## src/rtl/ddi_pkg.sv

```systemverilog
package ddi_pkg;
// Summary of operation
// - one shared set of DRAM settings covers all four DRAM-capable areas.
// - edo_page_select 1 runs EDO page mode, 0 runs fast page mode.
// - keep_row_open_mode holds row strobe low between accesses, no precharge.
// - an idle cycle is inserted before each page-hit access and after each keep-open access.
// - refresh, bus request, other page or standby close the row with precharge.
// - column_size_sel picks column width 8, 9, 10 or 11 bits.
// - row address is the address shifted right by column width, ones filled.
// - column address is the unshifted low address bits, driven with CAS.
// - refresh_enable_bit turns internal refresh on, off after reset.
// - refresh_method_sel 1 picks self-refresh, 0 CAS-before-RAS.
// - each timer underflow gives one CAS-before-RAS refresh when enabled.
// - self-refresh runs while both refresh bits are 1, ends when one clears.
// - refresh CAS delay after precharge is 2 cycles when set, else 1.
// - refresh row strobe low time is 2, 3, 4 or 5 cycles.
// - row precharge lasts 1, 2, 3 or 4 cycles.
// - column strobe lasts 1, 2, 3 or 4 cycles per access.
// - row strobe phase lasts 1, 2, 3 or 4 cycles per access.
// - timing byte write at low byte sets both bytes, at high byte nothing.
// - the external wait input plays no part in DRAM cycles.
// - EDO read data is taken later than in fast page mode.
// - dram_area_select moves DRAM row strobes to the upper area pair.
// - self-refresh exit raises both strobes then precharges six cycles.

localparam int HADDR_W = 32;
localparam logic [19:0] BUS_CONTROL_IDX = 20'h4812e;
localparam logic [19:0] DRAM_TIMING_IDX = 20'h48130;
localparam logic [19:0] DRAM_STATUS_IDX = 20'h48132;
localparam logic [15:0] BUS_CONTROL_RST = 16'h0000;
localparam logic [15:0] DRAM_TIMING_RST = 16'h0000;
localparam logic [15:0] BUS_CONTROL_MASK = 16'h1fe0;
localparam logic [15:0] DRAM_TIMING_MASK = 16'h03db;
localparam int EDO_BIT = 12;
localparam int COL_LSB = 10;
localparam int REF_EN_BIT = 9;
localparam int REF_METH_BIT = 8;
localparam int RCAS_DLY_BIT = 7;
localparam int RRA_LSB = 5;
localparam int AREA_BIT = 9;
localparam int KEEP_BIT = 8;
localparam int PRC_LSB = 6;
localparam int CAS_COUNT_SEL_LSB = 3;
localparam int RAS_COUNT_SEL_LSB = 0;
// six precharge cycles, counter runs down to zero
localparam logic [2:0] SELF_EXIT_PRE_M1 = 3'h5;
localparam logic [2:0] HSIZE_BYTE = 3'h0;
localparam logic [2:0] HSIZE_HALF = 3'h1;

typedef enum logic [3:0] {
    S_IDLE = 4'b0000,
    S_RAS = 4'b0001,
    S_CAS = 4'b0010,
    S_PRE = 4'b0011,
    S_GAPE = 4'b0100,
    S_OPEN = 4'b0101,
    S_GAPS = 4'b0110,
    S_RFD = 4'b0111,
    S_RFR = 4'b1000,
    S_SELF = 4'b1001
} ddi_state_e;
endpackage

```

## src/rtl/ddi_ctrl.sv

```systemverilog
// The AHB-Lite slave port is this design's own decision.
`timescale 1ns/100ps
module ddi_ctrl #(
    parameter int ADDR_W = 24
) (
    input wire logic core_clk,
    input wire logic nrst,
    input wire logic hsel,
    input wire logic [ddi_pkg::HADDR_W-1:0] haddr,
    input wire logic [1:0] htrans,
    input wire logic hwrite,
    input wire logic [2:0] hsize,
    input wire logic [31:0] hwdata,
    input wire logic hready,
    output logic hreadyout,
    output logic hresp,
    output logic [31:0] hrdata,
    input wire logic acc_req,
    input wire logic [27:0] acc_addr,
    input wire logic acc_write,
    input wire logic acc_area,
    input wire logic [1:0] acc_be,
    input wire logic [15:0] acc_wdata,
    output logic acc_ack,
    output logic [15:0] acc_rdata,
    output logic acc_rvalid,
    input wire logic refresh_tick,
    input wire logic ext_bus_req,
    input wire logic cpu_standby,
    output logic [ADDR_W-1:0] dram_addr,
    output logic [15:0] dram_wdata,
    output logic dram_data_oe,
    input wire logic [15:0] dram_rdata_in,
    output logic [3:0] row_strobe_n,
    output logic high_col_strobe_n,
    output logic low_col_strobe_n,
    output logic dram_read_strobe_n,
    output logic dram_write_strobe_n
);
    import ddi_pkg::*;

    // ****************************************
    // reset release
    // ****************************************
    logic rst_meta_reg;
    logic rst_n;
    always_ff @(posedge core_clk or negedge nrst)
    begin
        if (!nrst)
        begin
            rst_meta_reg <= 1'b0;
            rst_n <= 1'b0;
        end
        else
        begin
            rst_meta_reg <= 1'b1;
            rst_n <= rst_meta_reg;
        end
    end

    // ****************************************
    // address helpers
    // ****************************************
    function automatic logic [27:0] row_of(logic [27:0] a, logic [1:0] cs);
        logic [38:0] w;
        w = {11'h7ff, a} >> (4'h8 + {2'h0, cs});
        return w[27:0];
    endfunction

    function automatic logic [27:0] col_of(logic [27:0] a, logic [1:0] cs);
        logic [10:0] m;
        m = 11'h7ff >> (2'h3 - cs);
        return {17'h0, a[10:0] & m};
    endfunction

    // ****************************************
    // register slave
    // ****************************************
    logic [15:0] bus_control_reg;
    logic [15:0] dram_timing_reg;
    logic wr_pend_reg;
    logic rd_wait_reg;
    logic [1:0] sel_reg;
    logic [2:0] size_reg;
    logic [1:0] lane_reg;
    logic [15:0] status;
    logic [15:0] rd_mux;
    logic take;
    logic [1:0] sel;
    ddi_state_e state_reg;
    logic ref_pend_reg;

    assign take = hsel && hready && htrans[1];
    assign hresp = 1'b0;
    // reads wait one cycle so a write just ahead is always seen
    assign hreadyout = !rd_wait_reg;

    always_comb
    begin
        sel = 2'h0;
        if (haddr[31:2] == {10'h0, BUS_CONTROL_IDX})
            sel = 2'h1;
        else if (haddr[31:2] == {10'h0, DRAM_TIMING_IDX})
            sel = 2'h2;
        else if (haddr[31:2] == {10'h0, DRAM_STATUS_IDX})
            sel = 2'h3;
    end

    assign status = {9'h0, ref_pend_reg, state_reg == S_OPEN,
                     state_reg == S_SELF, state_reg};

    always_comb
    begin
        case (sel_reg)
            2'h1: rd_mux = bus_control_reg;
            2'h2: rd_mux = dram_timing_reg;
            2'h3: rd_mux = status;
            default: rd_mux = 16'h0000;
        endcase
    end

    always_ff @(posedge core_clk or negedge rst_n)
    begin
        if (!rst_n)
        begin
            wr_pend_reg <= 1'b0;
            rd_wait_reg <= 1'b0;
            sel_reg <= 2'h0;
            size_reg <= 3'h0;
            lane_reg <= 2'h0;
            hrdata <= 32'h0;
        end
        else
        begin
            wr_pend_reg <= take && hwrite;
            rd_wait_reg <= take && !hwrite;
            if (take)
            begin
                sel_reg <= sel;
                size_reg <= hsize;
                lane_reg <= haddr[1:0];
            end
            if (rd_wait_reg)
                hrdata <= {16'h0, rd_mux};
        end
    end

    // one register set serves every DRAM area
    always_ff @(posedge core_clk or negedge rst_n)
    begin
        if (!rst_n)
        begin
            bus_control_reg <= BUS_CONTROL_RST;
            dram_timing_reg <= DRAM_TIMING_RST;
        end
        else if (wr_pend_reg && sel_reg == 2'h1)
        begin
            if (size_reg == HSIZE_BYTE && lane_reg == 2'h0)
                bus_control_reg[7:0] <= hwdata[7:0] & BUS_CONTROL_MASK[7:0];
            else if (size_reg == HSIZE_BYTE && lane_reg == 2'h1)
                bus_control_reg[15:8] <= hwdata[15:8]
                                         & BUS_CONTROL_MASK[15:8];
            else if (size_reg != HSIZE_BYTE && !lane_reg[1])
                bus_control_reg <= hwdata[15:0] & BUS_CONTROL_MASK;
        end
        else if (wr_pend_reg && sel_reg == 2'h2)
        begin
            // low byte lands in both halves, high byte alone is dropped
            if (size_reg == HSIZE_BYTE && lane_reg == 2'h0)
                dram_timing_reg <= {hwdata[7:0], hwdata[7:0]}
                                   & DRAM_TIMING_MASK;
            else if (size_reg != HSIZE_BYTE && !lane_reg[1])
                dram_timing_reg <= hwdata[15:0] & DRAM_TIMING_MASK;
        end
    end

    logic edo_on;
    logic [1:0] col_sel;
    logic ref_en;
    logic ref_self;
    logic [2:0] rpc_m1;
    logic [2:0] rra_m1;
    logic area_hi;
    logic keep_open;
    logic [2:0] prc_m1;
    logic [2:0] cas_m1;
    logic [2:0] ras_m1;
    assign edo_on = bus_control_reg[EDO_BIT];
    assign col_sel = bus_control_reg[COL_LSB +: 2];
    assign ref_en = bus_control_reg[REF_EN_BIT];
    assign ref_self = bus_control_reg[REF_METH_BIT];
    assign rpc_m1 = {2'h0, bus_control_reg[RCAS_DLY_BIT]};
    assign rra_m1 = {1'b0, bus_control_reg[RRA_LSB +: 2]} + 3'h1;
    assign area_hi = dram_timing_reg[AREA_BIT];
    assign keep_open = dram_timing_reg[KEEP_BIT];
    assign prc_m1 = {1'b0, dram_timing_reg[PRC_LSB +: 2]};
    assign cas_m1 = {1'b0, dram_timing_reg[CAS_COUNT_SEL_LSB +: 2]};
    assign ras_m1 = {1'b0, dram_timing_reg[RAS_COUNT_SEL_LSB +: 2]};

    // ****************************************
    // refresh request
    // ****************************************
    logic self_want;
    logic ref_go;
    assign self_want = ref_en && ref_self;
    assign ref_go = ref_pend_reg || self_want;

    // a tick in the very cycle the pending flag is taken is kept
    always_ff @(posedge core_clk or negedge rst_n)
    begin
        if (!rst_n)
            ref_pend_reg <= 1'b0;
        else if (refresh_tick && ref_en && !ref_self)
            ref_pend_reg <= 1'b1;
        else if (state_reg == S_RFD || !ref_en)
            ref_pend_reg <= 1'b0;
    end

    // ****************************************
    // access sequencer
    // ****************************************
    logic [2:0] cnt_reg;
    logic [27:0] addr_reg;
    logic area_reg;
    logic write_reg;
    logic [1:0] be_reg;
    logic sx_reg;
    logic edo_pend_reg;
    logic [27:0] row_req;
    logic [27:0] row_held;
    logic [27:0] col_req;
    logic [27:0] col_held;
    logic same_page;
    assign row_req = row_of(acc_addr, col_sel);
    assign row_held = row_of(addr_reg, col_sel);
    assign col_req = col_of(acc_addr, col_sel);
    assign col_held = col_of(addr_reg, col_sel);
    assign same_page = row_req == row_held && acc_area == area_reg;

    // wait input is absent on purpose: cycle length is counts only
    always_ff @(posedge core_clk or negedge rst_n)
    begin
        if (!rst_n)
        begin
            state_reg <= S_IDLE;
            cnt_reg <= 3'h0;
            addr_reg <= 28'h0;
            area_reg <= 1'b0;
            write_reg <= 1'b0;
            be_reg <= 2'h0;
            sx_reg <= 1'b0;
            acc_ack <= 1'b0;
            dram_addr <= '0;
            dram_wdata <= 16'h0;
        end
        else
        begin
            acc_ack <= 1'b0;
            case (state_reg)
                S_IDLE:
                begin
                    if (ref_go)
                    begin
                        state_reg <= S_RFD;
                        cnt_reg <= rpc_m1;
                        sx_reg <= 1'b0;
                    end
                    else if (acc_req)
                    begin
                        state_reg <= S_RAS;
                        cnt_reg <= ras_m1;
                        sx_reg <= 1'b0;
                        addr_reg <= acc_addr;
                        area_reg <= acc_area;
                        write_reg <= acc_write;
                        be_reg <= acc_be;
                        dram_wdata <= acc_wdata;
                        dram_addr <= row_req[ADDR_W-1:0];
                    end
                end
                S_RAS:
                begin
                    if (cnt_reg == 3'h0)
                    begin
                        state_reg <= S_CAS;
                        cnt_reg <= cas_m1;
                        dram_addr <= col_held[ADDR_W-1:0];
                    end
                    else
                        cnt_reg <= cnt_reg - 3'h1;
                end
                S_CAS:
                begin
                    if (cnt_reg == 3'h0)
                    begin
                        acc_ack <= 1'b1;
                        if (keep_open)
                            state_reg <= S_GAPE;
                        else
                        begin
                            state_reg <= S_PRE;
                            cnt_reg <= prc_m1;
                        end
                    end
                    else
                        cnt_reg <= cnt_reg - 3'h1;
                end
                S_GAPE: state_reg <= S_OPEN;
                S_OPEN:
                begin
                    // row stays open while nothing closes it
                    if (ref_go || ext_bus_req || cpu_standby
                        || (acc_req && !same_page))
                    begin
                        state_reg <= S_PRE;
                        cnt_reg <= prc_m1;
                    end
                    else if (acc_req)
                    begin
                        state_reg <= S_GAPS;
                        addr_reg <= acc_addr;
                        write_reg <= acc_write;
                        be_reg <= acc_be;
                        dram_wdata <= acc_wdata;
                        dram_addr <= col_req[ADDR_W-1:0];
                    end
                end
                S_GAPS:
                begin
                    state_reg <= S_CAS;
                    cnt_reg <= cas_m1;
                end
                S_PRE:
                begin
                    if (cnt_reg == 3'h0)
                        state_reg <= S_IDLE;
                    else
                        cnt_reg <= cnt_reg - 3'h1;
                end
                S_RFD:
                begin
                    if (cnt_reg == 3'h0 && ref_self)
                        state_reg <= S_SELF;
                    else if (cnt_reg == 3'h0)
                    begin
                        state_reg <= S_RFR;
                        cnt_reg <= rra_m1;
                    end
                    else
                        cnt_reg <= cnt_reg - 3'h1;
                end
                S_RFR:
                begin
                    if (cnt_reg == 3'h0)
                    begin
                        state_reg <= S_PRE;
                        cnt_reg <= prc_m1;
                    end
                    else
                        cnt_reg <= cnt_reg - 3'h1;
                end
                S_SELF:
                begin
                    if (!self_want)
                    begin
                        state_reg <= S_PRE;
                        cnt_reg <= SELF_EXIT_PRE_M1;
                        sx_reg <= 1'b1;
                    end
                end
                default: state_reg <= S_IDLE;
            endcase
        end
    end

    // ****************************************
    // read data capture
    // ****************************************
    // single clock: the half-cycle EDO lag is taken as one full edge later
    always_ff @(posedge core_clk or negedge rst_n)
    begin
        if (!rst_n)
        begin
            edo_pend_reg <= 1'b0;
            acc_rvalid <= 1'b0;
            acc_rdata <= 16'h0;
        end
        else
        begin
            edo_pend_reg <= 1'b0;
            acc_rvalid <= 1'b0;
            if (state_reg == S_CAS && cnt_reg == 3'h0 && !write_reg)
            begin
                if (edo_on)
                    edo_pend_reg <= 1'b1;
                else
                begin
                    acc_rdata <= dram_rdata_in;
                    acc_rvalid <= 1'b1;
                end
            end
            if (edo_pend_reg)
            begin
                acc_rdata <= dram_rdata_in;
                acc_rvalid <= 1'b1;
            end
        end
    end

    // ****************************************
    // strobes
    // ****************************************
    logic row_low;
    logic all_low;
    logic cas_on;
    assign row_low = state_reg inside {S_RAS, S_CAS, S_GAPE, S_OPEN, S_GAPS};
    assign all_low = state_reg inside {S_RFR, S_SELF};
    assign cas_on = state_reg == S_CAS;
    // upper area pair takes strobe slots 2 and 3
    assign row_strobe_n = all_low ? 4'h0 :
        row_low ? ~(4'h1 << {area_hi, area_reg}) : 4'hf;
    assign high_col_strobe_n = !(all_low || (cas_on && be_reg[1]));
    assign low_col_strobe_n = !(all_low || (cas_on && be_reg[0]));
    // edo data is taken one edge late, so the read strobe keeps it driven
    assign dram_read_strobe_n = !((cas_on || edo_pend_reg) && !write_reg);
    assign dram_write_strobe_n = !(cas_on && write_reg);
    assign dram_data_oe = cas_on && write_reg;

    // ****************************************
    // checks
    // ****************************************
    ddi_state_e prev_reg;
    logic [3:0] run_reg;
    logic leave;
    always_ff @(posedge core_clk or negedge rst_n)
    begin
        if (!rst_n)
        begin
            prev_reg <= S_IDLE;
            run_reg <= 4'h0;
        end
        else
        begin
            prev_reg <= state_reg;
            if (state_reg != prev_reg)
                run_reg <= 4'h1;
            else if (run_reg != 4'hf)
                run_reg <= run_reg + 4'h1;
        end
    end
    assign leave = state_reg != prev_reg;
endmodule

```

## config.mk

```make
export PLATFORM = sky130hd
export DESIGN_NAME = ddi_ctrl
export DESIGN_NICKNAME = d
export VERILOG_FILES = /design/src/rtl/ddi_pkg.sv /design/src/rtl/ddi_ctrl.sv
export SDC_FILE = /design/constraint.sdc
export NUM_CORES = 1
export LEC_CHECK = 0
export BUFFER_PORTS_ARGS = -buffer_cell sky130_fd_sc_hd__buf_2
export CAP_MARGIN = 5
export CORE_MARGIN = 4
export CORE_UTILIZATION = 35
export DETAILED_ROUTE_END_ITERATION = 12
export PLACE_DENSITY_LB_ADDON = 0.08
export SETUP_SLACK_MARGIN = 0.1
export SLEW_MARGIN = 0
export SYNTH_ARGS = -nofsm -noshare
export SYNTH_HDL_FRONTEND = slang
export SYNTH_SLANG_ARGS = --single-unit
```

## constraint.sdc

```tcl
create_clock -name core_clk -period 7.39 [get_ports core_clk]
set_input_delay 0.739 -clock core_clk [delete_from_list [all_inputs] [get_ports core_clk]]
set_output_delay 0.739 -clock core_clk [all_outputs]
set_load 0.03 [all_outputs]
```

Word level (Yosys, flattened, before mapping)

Cells that the tools add are included.

Eq/ne operators: 36
Add/sub/neg operators: 4
Shift-type cells: 4
Bitwise logic cells: 6
Reductions and logical operators: 63
Muxes and demuxes: 71

Operator list:

| operator               | number |
|---|---|
| $mux W16               | 9 |
| $mux W24               | 5 |
| $eq A30 B19 Y1 const B | 3 |
| $mux W28               | 3 |
| $shr A39 B4 Y28        | 2 |
| $pmux W24 S3           | 1 |
| $pmux W28 S2           | 1 |
| $mux W4                | 13 |
| $pmux W16 S3           | 1 |
| $pmux W4 S10           | 1 |
| $mux W3                | 12 |
| $pmux W16 S2           | 1 |
| $eq A28 B28 Y1         | 1 |
| $pmux W3 S9            | 1 |
| $mux W8                | 3 |
| $and A11 B11 Y11       | 2 |
| $ne A2 B2 Y1 const B   | 11 |
| $logic_and A1 B1 Y1    | 21 |
| $eq A4 B3 Y1 const B   | 4 |
| $reduce_and A3 Y1      | 5 |
| $mux W1                | 12 |
| $mux W2                | 6 |
| $reduce_bool A2 Y1     | 6 |
| $logic_not A1 Y1       | 11 |
| 31 further kinds       | 49 |

Register bits: 158
Input bits: 142
Logic and storage cells: 208
Output and inout bits: 101

Longest topological paths before layout

Gate-level depths: netlist (run 1).

Word-level depth: 9
Gate-level depth with buffers: 12
Depth with buffers taken out: 9

Worst setup path before layout (run 1)

Ideal clock, no wire load.

Path kind: in2reg
Start point: in acc_addr[24]
End point: reg addr_reg[10]
Stages: 8
Data required time: 7,263 ps
Slack: 4,405 ps
Library setup time: 127 ps
Buffers on the path: 2
Data arrival time: 2,858 ps
Cell sequence: mux4_2 -> xnor2_1 -> nand4_1 -> or3_1 -> o41ai_2 -> buf_4 -> buf_6 -> mux2_1

Longest elaborated chain between the ends: 8

Ends and longest elaborated chain:

| what                        | RTL line        | RTL |
|---|---|---|
| from (decl)                 | ddi_ctrl.sv:19  | `input wire logic [27:0] acc_addr,` |
| $shr A39 B4 Y28             | ddi_ctrl.sv:66  | `w = {11'h7ff, a} >> (4'h8 + {2'h0, cs});` |
| $eq A28 B28 Y1              | ddi_ctrl.sv:238 | `assign same_page = row_req == row_held && acc_area == area_reg;` |
| $logic_and A1 B1 Y1         | ddi_ctrl.sv:238 |  |
| $logic_not A1 Y1            | ddi_ctrl.sv:313 | `\|\| (acc_req && !same_page))` |
| $logic_and A1 B1 Y1         | ddi_ctrl.sv:313 |  |
| $logic_or A1 B1 Y1          | ddi_ctrl.sv:313 |  |
| $ne A2 B2 Y1 (no line)      | --              |  |
| $reduce_and A3 Y1 (no line) | --              |  |
| to (signal assigned)        | ddi_ctrl.sv:273 | `addr_reg <= acc_addr;` |
| to (signal assigned)        | ddi_ctrl.sv:321 | `addr_reg <= acc_addr;` |
| to (decl)                   | ddi_ctrl.sv:223 | `logic [27:0] addr_reg;` |

Every way passes these cells.
A chain may end at the register's enable or synchronous reset.

Final worst setup path (run 1)

Start point: reg bus_control_reg[10]
End point: reg addr_reg[1]

Longest elaborated chain between the ends: 9
Elaborated cells on any way between the ends: 10
Those cells by class: add/sub: 1; eq/ne: 2; shift: 2; reduce/logical: 5

Ends and longest elaborated chain:

| what                          | RTL line        | RTL |
|---|---|---|
| from (decl)                   | ddi_ctrl.sv:79  | `logic [15:0] bus_control_reg;` |
| from (signal assigned)        | ddi_ctrl.sv:161 | `bus_control_reg[15:8] <= hwdata[15:8]` |
| from (signal assigned)        | ddi_ctrl.sv:164 | `bus_control_reg <= hwdata[15:0] & BUS_CONTROL_MASK;` |
| $add A4 B2 Y4 *               | ddi_ctrl.sv:66  |  |
| $shr A39 B4 Y28               | ddi_ctrl.sv:66  |  |
| $eq A28 B28 Y1 *              | ddi_ctrl.sv:238 |  |
| $logic_and A1 B1 Y1 *         | ddi_ctrl.sv:238 |  |
| $logic_not A1 Y1 *            | ddi_ctrl.sv:313 |  |
| $logic_and A1 B1 Y1 *         | ddi_ctrl.sv:313 |  |
| $logic_or A1 B1 Y1 *          | ddi_ctrl.sv:313 |  |
| $ne A2 B2 Y1 (no line) *      | --              |  |
| $reduce_and A3 Y1 (no line) * | --              |  |

Every way passes the cells marked *; elsewhere a longest branch is shown, timed or not.

==> summary.txt, run 1 <==
Status: complete, no violations
Syn Area/Cell: 11.4 um2
Reg2reg setup slack: 3.23 ns
Async set-reset flop share out of synthesis: 1.00
Vias per std cell: 5.26
HPWL Detailed: 15,600 um
Clk sinks: 136
Vias in the first global route: 6,177
DRT Wirelength: 21,200 um
Post-placement cell count: 1,112
Mapped Area: 7590 um2
Hold buffer count at cts: 0
Register area share after synthesis: 0.448
ANT cells: 0
Max-cap viol count: 0
Layout Cells excl Fill: 1,144
CTS root buffer: clkbuf_16
Synth area leaders: dfrtp_1, mux2_2, mux4_2
Clock slew at reported path FFs: 0.07 ns
Drt pass-1 iters: 5
Final instance area: 9300 um2
Unique masters post-synth: 61
Post-cts gate resize count: 0
Placer Congestion: 0.859
Worst setup path endpoint: addr_reg[1]$_DFFE_PN0P_
Synth Warn #: 0
Row cnt: 53
Yosys top cell area share: 0.448
# H-tree levels: 4
Crit-path cells: buf_4 -> mux4_2 -> xnor2_1 -> nand4_1 -> or3_1 -> o41ai_4 -> buf_4 -> mux2_2
Share of cells above drive strength 1: 0.384
CP delay by family, top: buffers and inverters
Crit Reg-Reg Startpoint: bus_control_reg[10]$_DFFE_PN0P_
Grt ovf: 0
Startpoint class of the critical path: flop
TritonCTS clock tree: done
Fillers: 2,034
Total core area: 21,200 um2
Wirelength per Cell: 18.5 um
Die Wd: 155 um
Initial DRC count: 348
Initial antenna violation count: 0
RSZ-0062 raised after global routing: no
HP Class: in2async
Die height: 155 um
Power Density: 445 nW/um2
Slew @ Worst Pin: 1.07 ns
Setup bufs post-CTS: 0
Nets: 1,001
First-pass GRT wire length: 34,100 um
Num CTS Buffers: 17
Worst vdd ir: 263 uV
Max Clk Rate: 0.240 GHz
LEAKAGE: 4.28 nW
Fin. max-slew vios: 0
Worst reg-to-reg path cell count: 8
Setup TNS: 0 ns
Post-route ant nets: 0
CP Capture Type: flop
Placed instance area: 8730 um2
Area Growth Syn to Fin: 22.6%
# setup viols final: 0
Cells after Synth: 667
Ports: 243
Pin count of the biggest net entering global routing: 55
CP Buf/Inv Count: 2
Crit-path max cell delay: 0.63 ns
Main synth FF type: dfrtp_1
Die area: 24,100 um2
Max reg flops: 28
CP most frequent cell: buf_4
Buffers added on ports: 201
Fin. Hold Viols: 0
Commonest cells in the netlist: dfrtp_1, mux2_2, nor2_1
Via Count: 6,017
Worst clock skew: 0.0104 ns
Final period utilization: 0.563
DRC errors left: 0
CP Max Fanout: 45
Gr usage total: 0.178
Relative slew slack: 0.287
CP Data Arrival Time: 4.46 ns
Initial Util: 0.359
Clk buf depth: 2
Worst-Skew Late Latency: 0.42 ns
Worst path depth: 8
#FFs+latches synth: 136
Kind of critical path: reg2reg
CP Data Required Time: 7.69 ns
Fin crit period: 4.16 ns
Number of flops mapped to enable cells by yosys: 0
Worst setup startpoint: bus_control_reg[10]$_DFFE_PN0P_
CP max-delay cell: o41ai_4
Top-count cell post-synth: dfrtp_1
Reg2reg end: addr_reg[1]$_DFFE_PN0P_
Cell accounting for the most synthesized area: dfrtp_1
## how the worst min path moves through the flow
stage                                 from                 endpoint  slack, ns  cells after the start
floorplan           rst_meta_reg$_DFF_PN0_          rst_n$_DFF_PN0_       0.33                      0
global placement           rst_n$_DFF_PN0_  size_reg[0]$_DFFE_PN0P_       0.28                      0
detailed placement         rst_n$_DFF_PN0_  size_reg[0]$_DFFE_PN0P_       0.28                      0
CTS                                   nrst          rst_n$_DFF_PN0_       0.07                      1
global route                          nrst          rst_n$_DFF_PN0_       0.06                      1
finish                                nrst          rst_n$_DFF_PN0_       0.09                      1
## report_power, final
part	internal, mW	switching (mW)
Sequential	1.04	0.214
Clock	0.455	0.376
Combinational	0.848	1.21
Total	2.34	1.80
## through the flow
stage	total power [mW]	hold slack, ns	setup WS, ns	util
floorplan	2.81	0.331	3.32	-
global placement	3.30	0.279	3.24	0.413
detailed placement	3.34	0.281	3.18	0.413
CTS	4.19	0.0657	3.15	0.440
global route	4.44	0.0607	2.90	0.440
finish	4.14	0.0852	3.23	0.440
## placed cells by master (no fill, tap or decap), drive strengths merged, types with 21 or more instances in the layout
cell   instances
buf          211
mux2         104
o21ai         30
conb          21
inv           23
nor2          44
dfrtp        136
a21oi         27
nand2         31
mux2i         30
mux4          22
## final cells by class
class                      count  area (um2)  area share
clock buffer                  18         439      0.0472
clock inverter                14         133      0.0143
inverter                      17        63.8     0.00686
multi-input combinational    473        3830       0.412
sequential                   136        3410       0.366
tap                          275         344      0.0370
timing repair buffer         211        1080       0.116
## layer usage
layer | share of wire | vias up | track usage | routed length, um
met1 | 0.44 | 2969 | 0.245 | 9350
met4 | 0.0094 | 0 | 0.0396 | 198
met2 | 0.46 | 247 | 0.275 | 9720
met3 | 0.090 | 13 | 0.0584 | 1900
met5 | 0 | - | 0 | 0
li1 | - | 2788 | - | -
## cells by family (layout without fill, tap and decap cells)
group                      count (synthesis)  count (layout)  share of synthesized area
and+or+nand+nor                          157             157                      0.104
muxes                                    156             156                      0.259
DFF                                      136             136                      0.448
AOI/OAI and AO/OA                        114             114                     0.0996
buffers and inverters                     77             260                     0.0572
xor gates and xnor gates                  22              22                     0.0254
adders and majority gates                  3               3                    0.00495
other                                      2              21                   0.000990
(Power assumes the default switching activity.)
==> inputs of run 2 (changes only) <==
--- a/config.mk
+++ b/config.mk
@@ -5,6 +5,7 @@
 export SDC_FILE = /design/constraint.sdc
 export NUM_CORES = 1
 export LEC_CHECK = 0
+export ABC_AREA = 1
 export BUFFER_PORTS_ARGS = -buffer_cell sky130_fd_sc_hd__buf_2
 export CAP_MARGIN = 5
 export CORE_MARGIN = 4
==> constraint.sdc (replaced) <==
create_clock -name core_clk -period 3.3 [get_ports core_clk]
set_input_delay 0.33 -clock core_clk [delete_from_list [all_inputs] [get_ports core_clk]]
set_output_delay 0.33 -clock core_clk [all_outputs]
set_load 0.03 [all_outputs]
==> run 2 against run 1 <==
Effect of this change: worst hold slack got worse by 0.017 ns; critical path type unchanged; first-iteration DRC count increased by 70%; clock-buffer cell count decreased by 1; largest cell class unchanged; wire length up 20%; die area increased by 6.9%; total power up 130%; synthesized area rose by 7.3%.
==> summary.txt, run 2 <==
Most common cell after layout, fill and taps aside: nand2_1
DRT Wirelength: 25,300 um
Num CTS Buffers: 17
First-pass GRT wire length: 40,700 um
Fin. max-slew vios: 0
Slew @ Worst Pin: 0.808 ns
Mux share of post-synthesis cell area: 0.0235
Total core area: 22,800 um2
Initial DRC count: 592
RSZ-0062 raised after global routing: no
ANT cells: 0
CP Data Required Time: 3.62 ns
CP Max Fanout: 27
Total power: 9.70 mW
Max reg flops: 28
Grt ovf: 0
Worst vdd ir: 463 uV
Placed instance area: 9380 um2
Drt pass-1 iters: 5
LEAKAGE: 5.59 nW
Fin. Hold Viols: 0
Complex-gate fraction of the synthesized area: 0.0682
Setup TNS: 0 ns
Pin count of the biggest net entering global routing: 62
HP Class: in2reg
Hold_ws: 0.0679 ns
Fin crit period: 2.83 ns
Startpoint class of the critical path: flop
Synth Warn #: 0
Vias in the first global route: 7,845
Max-cap viol count: 0
Syn Area/Cell: 6.88 um2
Post-route ant nets: 0
Via Count: 8,104
DRC errors left: 0
Area Growth Syn to Fin: 22.2%
Final instance area: 9950 um2
Buffers added on ports: 201
Placer Congestion: 0.859
Pre-CTS setup slack: 0.404 ns
Number of flops mapped to enable cells by yosys: 0
CP Data Arrival Time: 3.15 ns
Top-count cell post-synth: nand2_1
Cells after Synth: 1,184
Die area: 25,800 um2
HPWL Detailed: 18,600 um
Main combinational cell family by area after synthesis: simple AND/OR/NAND/NOR gates
Worst clock skew: 0.0112 ns
Clk buf depth: 2
Gr usage total: 0.194
# setup viols final: 0
Share of cells above drive strength 1: 0.208
#FFs+latches synth: 136
Commonest cells in the netlist: nand2_1, nand3_1, dfrtp_1
Synth area leaders: dfrtp_1, nand2_1, nand3_1
Most frequent cells in the layout: nand2_1, buf_2, nand3_1
Register area share after synthesis: 0.418
CTS root buffer: clkbuf_16
# H-tree levels: 4
Cell accounting for the most synthesized area: dfrtp_1
TritonCTS clock tree: done
Clock slew at reported path FFs: 0.07 ns
Clk sinks: 136
Kind of critical path: reg2reg
Vias per std cell: 4.77
Initial Util: 0.357
Mapped Area: 8140 um2
CP Capture Type: flop
Final worst setup slack: 0.466 ns
Initial antenna violation count: 2
Nets: 1,518
Die Wd: 161 um
Worst-Skew Late Latency: 0.43 ns
Power Density: 975 nW/um2
Relative slew slack: 0.462
Post-Synth Adder-Cell Area: 0.00461
Final period utilization: 0.859
Max Clk Rate: 0.353 GHz
Final core utilization: 0.437
Wirelength per Cell: 14.9 um
Post-synthesis simple-gate area fraction: 0.382
Post-placement cell count: 1,666
Async set-reset flop share out of synthesis: 1.00
Status: complete, no violations
Main synth FF type: dfrtp_1
Row cnt: 55
Unique masters post-synth: 38
Die height: 161 um
Yosys top cell area share: 0.418
Xor/xnor share of the synthesized area: 0.00323
Layout Cells excl Fill: 1,699
Ports: 243
==> run 2: worst max-delay path, stage by stage, from the launching register on <==
cell	delay, ns
dfrtp_1	0.40
inv_2	0.27
buf_12	0.22
nand2_1	0.06
nand2_1	0.09
nand2_1	0.06
nand2_1	0.18
xor2_1	0.16
nand2_1	0.06
nor2_1	0.10
nand3_1	0.15
nand2_1	0.11
nand2_1	0.06
nand2_2	0.11
nand2_1	0.27
buf_4	0.28
nand2_1	0.06
nand2_1	0.05
==> run 2: cells by family (layout without fill, tap and decap cells) <==
logic type               Yosys count  after routing
AND/OR/NAND/NOR                  763            763
buffers and inverters            167            350
flip-flops                       136            136
AO/OA/AOI/OAI                     93             93
multiplexers                      17             17
adder cells (fa/ha/maj)            3              3
XOR/XNOR                           3              3
other                              2             21
==> run 2: what timing repair did <==
action / 4_1_cts / 5_1_grt
setup endpoints to repair: 0 / 16
setup buffers: 0 / 0
hold buffers: 1 / 0
resized for setup: 0 / 1
hold endpoints to repair: 2 / 0
==> run 2: worst paths after layout <==
kind	startpoint	end	slack, ns	cells after the start
max	bus_control_reg[10]$_DFFE_PN0P_	dram_addr[16]$_DFFE_PN0P_	0.47	17
max reg2reg	bus_control_reg[10]$_DFFE_PN0P_	dram_addr[16]$_DFFE_PN0P_	0.47	17
min reg2reg	rst_meta_reg$_DFF_PN0_	rst_n$_DFF_PN0_	0.35	0
max in group asynchronous	rst_n$_DFF_PN0_	addr_reg[21]$_DFFE_PN0P_	2.07	1
min in group asynchronous	nrst	rst_n$_DFF_PN0_	0.22	2
min	hwrite	rd_wait_reg$_DFF_PN0_	0.07	2
==> run 2: metal layers <==
| metal | up-vias | GRT usage | wire length, um |
|---|---|---|---|
| met5 | - | 0 | 27 |
| met4 | 4 | 0.0465 | 330 |
| met3 | 28 | 0.0421 | 1350 |
| met2 | 206 | 0.320 | 11900 |
| met1 | 3722 | 0.262 | 11700 |
| li1 | 4144 | - | - |
==> run 2: report_power, final <==
part           switching [mW]  leakage, nW  internal (mW)
combinational            3.51         3.64           1.62
sequential              0.431         1.67           2.29
clock                   0.861        0.273          0.994
total                    4.80         5.59           4.91
==> run 2: final cells by class <==
type                            instances  area, um2
Multi-Input combinational cell        900       4010
Tap cell                              313        392
Clock inverter                         15        131
Clock buffer                           17        425
Inverter                               92        345
Fill cell                            2448      12800
Sequential cell                       136       3410
Timing Repair Buffer                  226       1240
==> inputs of run 3 (changes only) <==
--- a/config.mk
+++ b/config.mk
@@ -11,7 +11,7 @@
 export CORE_MARGIN = 4
 export CORE_UTILIZATION = 35
 export DETAILED_ROUTE_END_ITERATION = 12
-export PLACE_DENSITY_LB_ADDON = 0.08
+export PLACE_DENSITY = 0.71
 export SETUP_SLACK_MARGIN = 0.1
 export SLEW_MARGIN = 0
 export SYNTH_ARGS = -nofsm -noshare
==> run 3 against run 2 <==
Effect of this change: non-clock buffer count shrank 1; critical path depth is 1 higher; clock skew increased by 0.0026 ns; fmax fell by 1.6%.
==> summary.txt, run 3 (synthesis gave the netlist of run 2 again) <==
Gr usage total: 0.184
Clock Power Share: 0.201
Final period utilization: 0.873
Ports: 243
Placer Congestion: 0.908
CTS root buffer: clkbuf_16
DRC errors left: 0
Max-cap viol count: 0
LEAKAGE: 5.61 nW
DRT Wirelength: 24,200 um
Slew @ Worst Pin: 0.857 ns
HP Class: in2reg
Worst-Skew Late Latency: 0.43 ns
Nets: 1,517
Multi-input gate area: 4010 um2
CP Data Required Time: 3.61 ns
Wirelength per Cell: 14.3 um
CP most frequent cell: nand2_1
NetSw: 4.77 mW
Pin count of the biggest net entering global routing: 71
Initial Util: 0.357
Clk buf depth: 2
CP Capture Type: flop
TritonCTS clock tree: done
Most common cell after layout, fill and taps aside: nand2_1
Startpoint class of the critical path: flop
Via Count: 8,374
Final instance area: 10,000 um2
Die area: 25,800 um2
Clock slew at reported path FFs: 0.07 ns
Most frequent cells in the layout: nand2_1, buf_2, nand3_1
CP max-delay cell: dfrtp_1
Initial antenna violation count: 2
Fin. Hold Viols: 0
Setup TNS: 0 ns
Share of cells above drive strength 1: 0.207
Status: complete, no violations
Max reg flops: 28
First-pass GRT wire length: 39,300 um
Power Density: 984 nW/um2
Clk sinks: 136
Crit-path max cell delay: 0.39 ns
Post-route ant nets: 0
# H-tree levels: 4
Fin. max-slew vios: 0
Total core area: 22,800 um2
Num CTS Buffers: 17
Fillers: 2,366
Placed instance area: 9390 um2
Buffers added on ports: 201
Grt ovf: 0
Sequential share of power: 0.277
CP Data Arrival Time: 3.19 ns
RSZ-0062 raised after global routing: no
Max Clk Rate: 0.347 GHz
CP Max Fanout: 29
# setup viols final: 0
Sequential Area: 3410 um2
HPWL Detailed: 18,000 um
Worst vdd ir: 369 uV
Crit-path cells: inv_2 -> buf_12 -> nand2_1 -> nand3_1 -> nand2_1 -> nand2_1 -> nand2_1 -> nor2_1 -> nand2_1 -> nor2_1 -> nand3_1 -> nand2_1 -> nand2_1 -> nand2_2 -> nand2_1 -> buf_4 -> nand2_1 -> nand2_1
Relative slew slack: 0.429
Net Sw Frac: 0.484
Hold_ws: 0.0519 ns
Row cnt: 55
Worst clock skew: 0.0139 ns
Fin crit period: 2.88 ns
Die Wd: 161 um
Vias in the first global route: 7,985
Die height: 161 um
Drt pass-1 iters: 5
Area Growth Syn to Fin: 22.9%
Combinational fraction of design power: 0.522
Initial DRC count: 630
Kind of critical path: reg2reg
Vias per std cell: 4.93
Internal: 5.08 mW
[run 3: cell types whose count changed in the layout (fill, tap and decap cells not counted), sizes merged]
cell      before  now
buf          225  224
bufinv         0    2
clkbuf        17   18
clkinvlp       2    3
diode          0    1
inv          101   97
[run 3: worst max-delay path: cells and delay by family, from the launching register on]
kind / cells / cell delay, ns
simple gates: 15 / 1.62
buf+inv: 3 / 0.72
flops: 1 / 0.39
[run 3: area by class of cell]
type / count / share of cell area
multi-input combinational: 900 / 0.401
timing repair buffer: 225 / 0.124
antenna: 1 / 0.000250
sequential: 136 / 0.341
clock inverter: 14 / 0.0163
tap: 313 / 0.0391
clock buffer: 18 / 0.0439
inverter: 92 / 0.0345
[run 3: path summary, 6_finish.rpt]
kind | start | to | slack, ns | cells past startpoint
min | hwrite | rd_wait_reg$_DFF_PN0_ | 0.05 | 2
min in group asynchronous | nrst | rst_meta_reg$_DFF_PN0_ | 0.21 | 2
max | bus_control_reg[10]$_DFFE_PN0P_ | addr_reg[1]$_DFFE_PN0P_ | 0.42 | 18
max in group asynchronous | rst_n$_DFF_PN0_ | dram_addr[8]$_DFFE_PN0P_ | 1.96 | 1
max reg2reg | bus_control_reg[10]$_DFFE_PN0P_ | addr_reg[1]$_DFFE_PN0P_ | 0.42 | 18
min reg2reg | rst_meta_reg$_DFF_PN0_ | rst_n$_DFF_PN0_ | 0.38 | 0
[run 3: layer usage]
| metal | wire [um] | vias up | share of wire | track usage |
|---|---|---|---|---|
| met5 | 20 | - | 0.00083 | 0 |
| met4 | 558 | 2 | 0.023 | 0.0606 |
| met3 | 1650 | 50 | 0.068 | 0.0385 |
| met2 | 11700 | 305 | 0.48 | 0.311 |
| met1 | 10300 | 3885 | 0.43 | 0.237 |
| li1 | - | 4132 | - | - |
[run 3: what timing repair did]
item / CTS / global route
endpoints found under the hold margin: 2 / 0
hold buffers: 1 / 0
setup endpoints to repair: 0 / 20
buffers inserted: 0 / 0
gates resized for setup: 0 / 1
[run 3: power by group through the flow]
stage                     Sequential, mW  Combinational, mW  Clock (mW)
final                               2.73               5.14        1.98
after global routing                2.81               5.75        2.09
after CTS                           2.73               5.13        2.02
after detailed placement            2.75               5.12           0
after global placement              2.73               5.04           0
after floorplan                     3.32               3.17           0
[run 3: stage by stage]
stage	total power, mW	setup WS [ns]	util	std cells
floorplan	6.48	1.04	-	1203
global placement	7.77	0.454	0.412	1665
detailed placement	7.87	0.394	0.412	1665
CTS	9.88	0.377	0.439	1698
global route	10.6	0.136	0.439	1698
finish	9.85	0.419	0.439	1699
